<file path="src/inc/ncs_pkg.sv">
// Package: states, timing constants and sample format for the charge sequencer
package ncs_pkg;
    localparam int CLK_HZ = 250_000_000;
    localparam real PERIOD_S = 1.0;
    localparam int PERIOD_CYC = int'(PERIOD_S * CLK_HZ);
    localparam int BLINK_HALF_CYC = PERIOD_CYC / 2;
    localparam int HOLDOFF_DIV = 32;
    localparam int SAMPLE_DIV = 128;
    localparam int QUIET_CYC = 16;
    localparam int ADC_W = 12;
    // 3.8 mV at an assumed 1 mV per code, rounded up
    localparam logic [11:0] DROP_CODES = 12'h004;
    localparam int SYNC_STAGES = 3;
    localparam logic [31:0] TIME_RST = 32'h0000_0000;

    typedef enum logic [2:0] {
        NCS_QUAL = 3'b000,
        NCS_COND = 3'b001,
        NCS_FAST = 3'b011,
        NCS_TOPOFF = 3'b010,
        NCS_TRICKLE = 3'b110,
        NCS_SUSPEND = 3'b111,
        NCS_DONE = 3'b101
    } ncs_state_t;
endpackage

</file>
<file path="src/hdl/ncs_sequencer.sv">
// Charge sequencer: qualification, conditioning, fast charge, maintenance
// Overview of operation
// - Any power-up, pack replacement or sleep exit restarts the cycle.
// - Cycle starts in qualification; a low cell enters conditioning.
// - Conditioning pulses the gate once per second, width set by pin.
// - Lamp blinks at 1 Hz during qualification and conditioning.
// - Conditioning lasts indefinitely; leave when cell good and temperature ok.
// - No charge timer runs while conditioning.
// - Fast charge holds lamp on and watches time, temperature, voltage.
// - After fast charge, optional top-off then trickle while below max.
// - Peak-drop detection disabled for max time over 32 at start.
// - Timer expiry in fast charge goes to top-off or trickle.
// - Timer cleared when fast charge ends if top-off enabled.
// - Cold fault in fast charge freezes timer, conditions with blink, resumes after.
// - Hot fault comparator ignored during fast charge.
// - Cutoff ends fast charge, lamp off, trickle once above hot.
// - Pack voltage continuously kept at or below max threshold.
// - Sample every max time over 128, track peak, flag drop.
// - Gate and timer pin driven low just before each sample.
// - Converter sampling only in fast charge.
// - Gate high lets current flow, low blocks it.
// - Lamp is open-drain: on, off or flashing.
module ncs_sequencer #(
    parameter logic [39:0] MAX_TIME_CYC = 40'd900_000_000_000,
    parameter logic [31:0] PULSE_SHORT_CYC = 32'd15_625_000,
    parameter logic [31:0] PULSE_LONG_CYC = 32'd62_500_000,
    parameter logic [31:0] TOPOFF_PULSE_CYC = 32'd15_625_000,
    parameter logic [31:0] PERIOD_CYCLES = 32'd250_000_000
) (
    input wire logic sys_clk,
    input wire logic reset,
    input wire logic power_applied,
    input wire logic pack_replaced,
    input wire logic sleep_exit,
    input wire logic topoff_enable,
    input wire logic timer_program_in,
    input wire logic below_low_cell,
    input wire logic above_max_cell,
    input wire logic above_cold_fault,
    input wire logic below_hot_fault,
    input wire logic below_cutoff,
    input wire logic [11:0] adc_sample,
    input wire logic adc_valid,
    output logic adc_start,
    output logic charge_gate_output,
    output logic timer_program_out,
    output logic timer_program_oe,
    output logic status_lamp_out,
    output logic status_lamp_oe,
    output logic peak_drop_detect,
    output ncs_pkg::ncs_state_t charge_state
);
    import ncs_pkg::*;

    logic [7:0] pins_raw, pins;
    assign pins_raw = {power_applied, pack_replaced, sleep_exit,
        timer_program_in, below_low_cell, above_max_cell, above_cold_fault,
        below_hot_fault};
    ncs_sync #(.W(8)) u_sync (
        .sys_clk(sys_clk),
        .reset(reset),
        .pin_in(pins_raw),
        .level_out(pins)
    );
    logic cut_s1, cut_s2, cut_s3, cut_q;
    logic pwr, rep, slp, prog, low_cell, max_cell, cold, hot;
    assign {pwr, rep, slp, prog, low_cell, max_cell, cold, hot} = pins;

    logic [2:0] start_q;
    logic [2:0] settle_q;
    wire start_now = |({pwr, rep, slp} & ~start_q);

    ncs_state_t state_q, state_d;
    logic [39:0] timer_q, timer_d;
    logic [31:0] sec_q;
    logic [39:0] samp_cnt_q;
    logic [4:0] quiet_q;
    logic sampling_q;
    logic [11:0] peak_q;
    logic drop_q, have_peak_q, gate_q, lamp_on_q, topoff_sel_q;

    wire [39:0] holdoff_cyc = MAX_TIME_CYC / 40'(HOLDOFF_DIV);
    wire [39:0] sample_cyc = MAX_TIME_CYC / 40'(SAMPLE_DIV);
    wire timer_done = timer_q >= MAX_TIME_CYC;
    wire in_holdoff = timer_q < holdoff_cyc;
    wire good_temp = !cold && !hot;
    wire [31:0] trickle_w = prog ? PULSE_LONG_CYC : PULSE_SHORT_CYC;
    wire fast_end = timer_done || (drop_q && !in_holdoff);
    // Half the frame, so the blink follows a shortened period too
    wire blink_phase = sec_q < (PERIOD_CYCLES >> 1);

    // Next-state selection
    always_comb begin
        state_d = state_q;
        case (state_q)
            NCS_QUAL: begin
                // Comparator levels are not valid while the sync fills
                if (settle_q == 3'h0) begin
                    state_d = (low_cell || !good_temp) ? NCS_COND :
                        NCS_FAST;
                end
            end
            NCS_COND: begin
                if (!low_cell && good_temp) begin
                    state_d = NCS_FAST;
                end
            end
            NCS_FAST: begin
                if (cut_q) begin
                    state_d = NCS_SUSPEND;
                end else if (cold) begin
                    state_d = NCS_COND;
                end else if (fast_end) begin
                    state_d = topoff_sel_q ? NCS_TOPOFF : NCS_TRICKLE;
                end
            end
            NCS_TOPOFF: begin
                if (timer_done || max_cell || cut_q) begin
                    state_d = NCS_TRICKLE;
                end
            end
            NCS_SUSPEND: begin
                if (!hot && !cut_q) begin
                    state_d = NCS_TRICKLE;
                end
            end
            NCS_TRICKLE: begin
                if (max_cell) begin
                    state_d = NCS_DONE;
                end
            end
            NCS_DONE: begin
                if (!max_cell) begin
                    state_d = NCS_TRICKLE;
                end
            end
            default: state_d = NCS_QUAL;
        endcase
        if (start_now) begin
            state_d = NCS_QUAL;
        end
    end

    // Charge timer: frozen while conditioning, cleared before top-off
    always_comb begin
        timer_d = timer_q;
        if (state_q == NCS_FAST || state_q == NCS_TOPOFF) begin
            timer_d = timer_q + 40'd1;
        end
        if (state_q == NCS_FAST && state_d == NCS_TOPOFF) begin
            timer_d = '0;
        end
        if (state_q == NCS_QUAL || start_now) begin
            timer_d = 40'(TIME_RST);
        end
    end

    always_ff @(posedge sys_clk) begin
        if (reset) begin
            cut_s1 <= 1'b0;
            cut_s2 <= 1'b0;
            cut_s3 <= 1'b0;
            cut_q <= 1'b0;
        end else begin
            cut_s1 <= below_cutoff;
            cut_s2 <= cut_s1;
            cut_s3 <= cut_s2;
            if (cut_s2 == cut_s3) begin
                cut_q <= cut_s3;
            end
        end
    end

    always_ff @(posedge sys_clk) begin
        if (reset) begin
            state_q <= NCS_QUAL;
            timer_q <= '0;
            start_q <= 3'b000;
            topoff_sel_q <= 1'b0;
            settle_q <= 3'(SYNC_STAGES + 1);
        end else begin
            state_q <= state_d;
            timer_q <= timer_d;
            start_q <= {pwr, rep, slp};
            if (settle_q != 3'h0) begin
                settle_q <= settle_q - 3'h1;
            end
            if (state_q == NCS_QUAL) begin
                topoff_sel_q <= topoff_enable;
            end
        end
    end

    // One-second pulse frame shared by blink and trickle pulses
    always_ff @(posedge sys_clk) begin
        if (reset || start_now) begin
            sec_q <= '0;
        end else if (sec_q >= PERIOD_CYCLES - 32'd1) begin
            sec_q <= '0;
        end else begin
            sec_q <= sec_q + 32'd1;
        end
    end

    // Peak-drop sampling, fast charge only
    wire samp_due = samp_cnt_q >= sample_cyc - 40'd1;
    always_ff @(posedge sys_clk) begin
        // Next state, so no sample is started once fast charge ends
        if (reset || state_d != NCS_FAST) begin
            samp_cnt_q <= '0;
            quiet_q <= '0;
            sampling_q <= 1'b0;
        end else if (samp_due) begin
            samp_cnt_q <= '0;
            quiet_q <= 5'(QUIET_CYC);
            sampling_q <= 1'b1;
        end else begin
            samp_cnt_q <= samp_cnt_q + 40'd1;
            if (quiet_q != 5'd0) begin
                quiet_q <= quiet_q - 5'd1;
            end
            if (adc_valid) begin
                sampling_q <= 1'b0;
            end
        end
    end
    // Start conversion at end of the quiet window
    assign adc_start = sampling_q && quiet_q == 5'd1;

    // Extra bit stops a near full-scale sample from wrapping the floor
    wire [12:0] drop_floor = {1'b0, adc_sample} + {1'b0, DROP_CODES};
    always_ff @(posedge sys_clk) begin
        if (reset || state_q == NCS_QUAL) begin
            peak_q <= '0;
            have_peak_q <= 1'b0;
            drop_q <= 1'b0;
        end else if (state_q == NCS_FAST && adc_valid && sampling_q) begin
            if (!have_peak_q || adc_sample > peak_q) begin
                peak_q <= adc_sample;
            end
            have_peak_q <= 1'b1;
            // Samples during hold-off seed the peak but never flag
            if (have_peak_q && {1'b0, peak_q} >= drop_floor &&
                !in_holdoff) begin
                drop_q <= 1'b1;
            end
        end
    end
    assign peak_drop_detect = drop_q;

    // Gate and lamp drive
    logic gate_d, lamp_d;
    always_comb begin
        gate_d = 1'b0;
        lamp_d = 1'b0;
        case (state_q)
            NCS_QUAL: lamp_d = blink_phase;
            NCS_COND: begin
                gate_d = sec_q < trickle_w;
                lamp_d = blink_phase;
            end
            NCS_FAST: begin
                gate_d = quiet_q == 5'd0;
                lamp_d = 1'b1;
            end
            NCS_TOPOFF: gate_d = sec_q < TOPOFF_PULSE_CYC && !cold && !hot;
            NCS_TRICKLE: gate_d = sec_q < trickle_w;
            default: gate_d = 1'b0;
        endcase
        if (max_cell) begin
            gate_d = 1'b0;
        end
    end

    always_ff @(posedge sys_clk) begin
        if (reset) begin
            gate_q <= 1'b0;
            lamp_on_q <= 1'b0;
        end else begin
            gate_q <= gate_d;
            lamp_on_q <= lamp_d;
        end
    end
    assign charge_gate_output = gate_q;
    assign status_lamp_out = 1'b0;
    assign status_lamp_oe = lamp_on_q;
    assign timer_program_out = 1'b0;
    assign timer_program_oe = quiet_q != 5'd0;
    assign charge_state = state_q;
endmodule

</file>
<file path="src/hdl/ncs_sync.sv">
// Three-stage synchroniser with agreement check for pin inputs
module ncs_sync #(
    parameter int W = 1
) (
    input wire logic sys_clk,
    input wire logic reset,
    input wire logic [W-1:0] pin_in,
    output logic [W-1:0] level_out
);
    import ncs_pkg::*;
    logic [W-1:0] s1_q, s2_q, s3_q, lvl_q;

    // First stage feeds only the second
    always_ff @(posedge sys_clk) begin
        if (reset) begin
            s1_q <= '0;
            s2_q <= '0;
            s3_q <= '0;
            lvl_q <= '0;
        end else begin
            s1_q <= pin_in;
            s2_q <= s1_q;
            s3_q <= s2_q;
            for (int i = 0; i < W; i++) begin
                if (s2_q[i] == s3_q[i]) begin
                    lvl_q[i] <= s3_q[i];
                end
            end
        end
    end
    assign level_out = lvl_q;
endmodule

</file>
<file path="config.mk">
export PLATFORM = sky130hd
export DESIGN_NAME = ncs_sequencer
export DESIGN_NICKNAME = d
export VERILOG_FILES = /design/src/inc/ncs_pkg.sv /design/src/hdl/ncs_sequencer.sv /design/src/hdl/ncs_sync.sv
export SDC_FILE = /design/constraint.sdc
export NUM_CORES = 1
export LEC_CHECK = 0
export ABC_CLOCK_PERIOD_IN_PS = 2300
export BUFFER_PORTS_ARGS = -buffer_cell sky130_fd_sc_hd__buf_2
export CAP_MARGIN = 20
export CORE_MARGIN = 5
export CORE_UTILIZATION = 46
export DETAILED_ROUTE_END_ITERATION = 6
export GPL_ROUTABILITY_DRIVEN = 0
export SLEW_MARGIN = 20
export SYNTH_ARGS = -nofsm -noshare
export SYNTH_HDL_FRONTEND = slang
export SYNTH_SLANG_ARGS = --single-unit
</file>
<file path="constraint.sdc">
create_clock -name sys_clk -period 2.3 [get_ports sys_clk]
set_clock_uncertainty 0.1 [all_clocks]
set_input_delay 0.46 -clock sys_clk [delete_from_list [all_inputs] [get_ports sys_clk]]
set_output_delay 0.46 -clock sys_clk [all_outputs]
set_load 0.05 [all_outputs]
</file>
==> impl_metrics.env <==
export IMPL_dr_total_vias=7136
export IMPL_syn2layout_area_growth_pct=26.3
export IMPL_pwr_density_cell_mw_per_mm2=671
export IMPL_die_w_um=147
export IMPL_syn_area_per_cell_um2=8.74
export IMPL_synth_top_family_by_area="simple AND/OR/NAND/NOR gates"
export IMPL_antenna_cells=0
export IMPL_crit_path_start_kind="register"
export IMPL_dp_hpwl_mm=13.1
export IMPL_postSynthCellCount=993
export IMPL_critPathTopFamily="compound AO/OA/AOI/OAI gates"
export IMPL_ys_ff_latch=180
export IMPL_yosys_cell_types_count=71
export IMPL_wl_per_cell_um=13.3
export IMPL_crit_buf_inv=2
export IMPL_fin_crit_ns=2.70
export IMPL_min_path_type="in2reg"
export IMPL_grt_pass1_wl_mm=30.6
export IMPL_finalMaxSlewViolations=0
export IMPL_core_region_area_mm2=0.0186
export IMPL_ant_nets=0
export IMPL_yosysSeqAreaShare=0.415
export IMPL_grt_pass1_vias=6624
export IMPL_nets=1219
export IMPL_p_leak_nw=4.25
export IMPL_rows=50
export IMPL_hold_path_depth=2
export IMPL_grt_max_degree=41
export IMPL_fin_area_mm2=0.0110
export IMPL_dpl_cell_area_mm2=0.00996
export IMPL_cts_tree="built"
export IMPL_cts_root_buf="clkbuf_16"
export IMPL_arrival_ns=2.92
export IMPL_critPathMaxFanout=7
export IMPL_antenna_found_initial=0
export IMPL_synth_compound_area_frac=0.103
export IMPL_relSlewSlack=0.664
export IMPL_async_reset_ff_frac=0
export IMPL_drt_iter0_drc=310
export IMPL_setup_viol=80
export IMPL_dr_wl_met3_um=453
export IMPL_clock_latency_ns=0.43
export IMPL_final_cell_mix="170 x dfxtp_1, 121 x buf_4, 117 x nor2_1"
export IMPL_rsz0062_at_grt="yes"
export IMPL_irDropWorstVdd_uv=534
export IMPL_synthAdderAreaFrac=0.0678
export IMPL_yosys_most_used_dff="dfxtp_1"
export IMPL_drc=0
export IMPL_crit_chain="or4_4 -> a31o_1 -> a211oi_2 -> a21boi_2 -> o31a_1 -> o2111ai_4 -> buf_12 -> clkbuf_16 -> nor2_2"
export IMPL_drv_cap=0
export IMPL_die_h_um=147
export IMPL_crit_path_end_kind="register"
export IMPL_dieArea_mm2=0.0217
export IMPL_path_clk_slew_ns=0.08
export IMPL_met2_wirelength_mm=8.74
export IMPL_hold_violations=0
export IMPL_fillCellCount=1711
export IMPL_wl_met1_mm=9.17
export IMPL_htreeDepth=4
export IMPL_initial_utilization=0.465
export IMPL_cp_slowest_stage_delay_ns=0.54
export IMPL_layout_commonest_cell="dfxtp_1"
export IMPL_pin_count=35
export IMPL_final_cells=1394
export IMPL_synth_edf_count=0
export IMPL_crit_cells=9
export IMPL_dr_max_layer_used="met4"
export IMPL_drive_gt1_frac=0.240
export IMPL_syn_area_mm2=0.00867
export IMPL_muxShareOfSynthArea=0.0150
export IMPL_tightest_slew_ns=0.503
export IMPL_clock_sinks=180
export IMPL_drt_first_pass_iters=4
export IMPL_grtUsageTotal=0.168
export IMPL_cts_buffers=17
export IMPL_rr_worst_depth=9
export IMPL_critical_path_class="reg2reg"
export IMPL_wl_mm=18.5
export IMPL_max_freq_mhz=370
export IMPL_violations="negative setup slack"
export IMPL_gr_total_overflow=0
export IMPL_finalCritPeriodShare=1.18
export IMPL_synth_warnings=0
export IMPL_cts_buffer_depth=2
export IMPL_status="complete, but fails checks"
export IMPL_final_core_util=0.588
export IMPL_vias_per_cell=5.12
export IMPL_cp_slowest_cell="or4_4"
export IMPL_synth_xor_area_frac=0.106
export IMPL_layout_setup_ws_ns=-0.403
export IMPL_synth_simple_area_share=0.255
export IMPL_worstPathRequired_ns=2.52
export IMPL_p_total_w=0.00736
export IMPL_port_buffers=32
export IMPL_dp_cells=1348
## worst paths after layout
path	end	startpoint	slack, ns
max	samp_cnt_q[25]$_SDFF_PP0_	timer_q[18]$_SDFFE_PP0P_	-0.40
min	u_sync.s1_q[1]$_SDFF_PP0_	above_cold_fault	0.14
max reg2reg	samp_cnt_q[25]$_SDFF_PP0_	timer_q[18]$_SDFFE_PP0P_	-0.40
min reg2reg	u_sync.s2_q[5]$_SDFF_PP0_	u_sync.s1_q[5]$_SDFF_PP0_	0.35
## cells by family (layout without fill, tap and decap cells)
| kind of cell | Yosys count | after routing |
|---|---|---|
| buffers and inverters | 77 | 232 |
| other | 1 | 13 |
| AND/OR/NAND/NOR | 444 | 444 |
| multiplexers | 13 | 13 |
| AO/OA/AOI/OAI | 126 | 126 |
| XOR/XNOR | 105 | 105 |
| flip-flops | 180 | 180 |
| adder cells (fa/ha/maj) | 47 | 47 |
## cell type report
cell class	count	area, µm²	share of cell area
inverters	35	134	0.0122
clock buffers	19	443	0.0404
flip-flops and latches	180	3620	0.330
multi-input cells	748	4990	0.455
well taps	234	293	0.0267
clock inverters	13	170	0.0155
repair buffers	165	1310	0.120
## synthesized netlist by cell type (10+ instances only)
cell type,count,area share
nor3_1,39,0.023
and3_1,24,0.017
xnor2_1,40,0.040
inv_1,35,0.015
nor2b_1,34,0.025
nand4_1,24,0.017
ha_1,47,0.068
o21ai_0,25,0.014
mux2i_1,13,0.015
nand3_1,58,0.033
nand2_1,62,0.027
clkbuf_1,30,0.013
xor2_1,65,0.066
nor2_1,142,0.061
a21oi_1,36,0.021
nor2_2,10,0.0072
dfxtp_1,180,0.42
## where the power goes
group | switching, W | internal (W)
clock | 0.00136 | 0.00160
combinational | 0.000681 | 0.000447
sequential | 0.0000644 | 0.00321
total | 0.00210 | 0.00526
## timing repair
item	CTS	global route
pin swaps	5	17
gates resized for setup	5	54
setup buffers	3	5
hold buffers	0	0
setup endpoints to repair	55	100
gates cloned	0	6
## per-layer routing
metal,vias to the layer above,GRT usage
met5,-,0
met4,0,0.0424
met3,14,0.0361
met2,63,0.273
met1,3322,0.228
li1,3737,-
## registers in the layout, indices dropped and copies added (netlist names), 5 cells and up
name / count
quiet_q: 5
u_sync.level_out: 8
samp_cnt_q: 40
u_sync.s3_q: 8
timer_q: 40
u_sync.s2_q: 8
peak_q: 12
u_sync.s1_q: 8
sec_q: 32
## stage by stage
stage                     worst slack [ns]  hold WS, ns  TNS (ns)
final                               -0.403        0.137    -20.19
after global routing                -0.485        0.125    -27.76
after CTS                           -0.338        0.114    -11.44
after detailed placement            -0.378        0.329    -14.61
after global placement              -0.314        0.322    -12.54
after floorplan                     -0.169        0.314     -4.83
No activity file was read; power rests on OpenSTA's default activity.
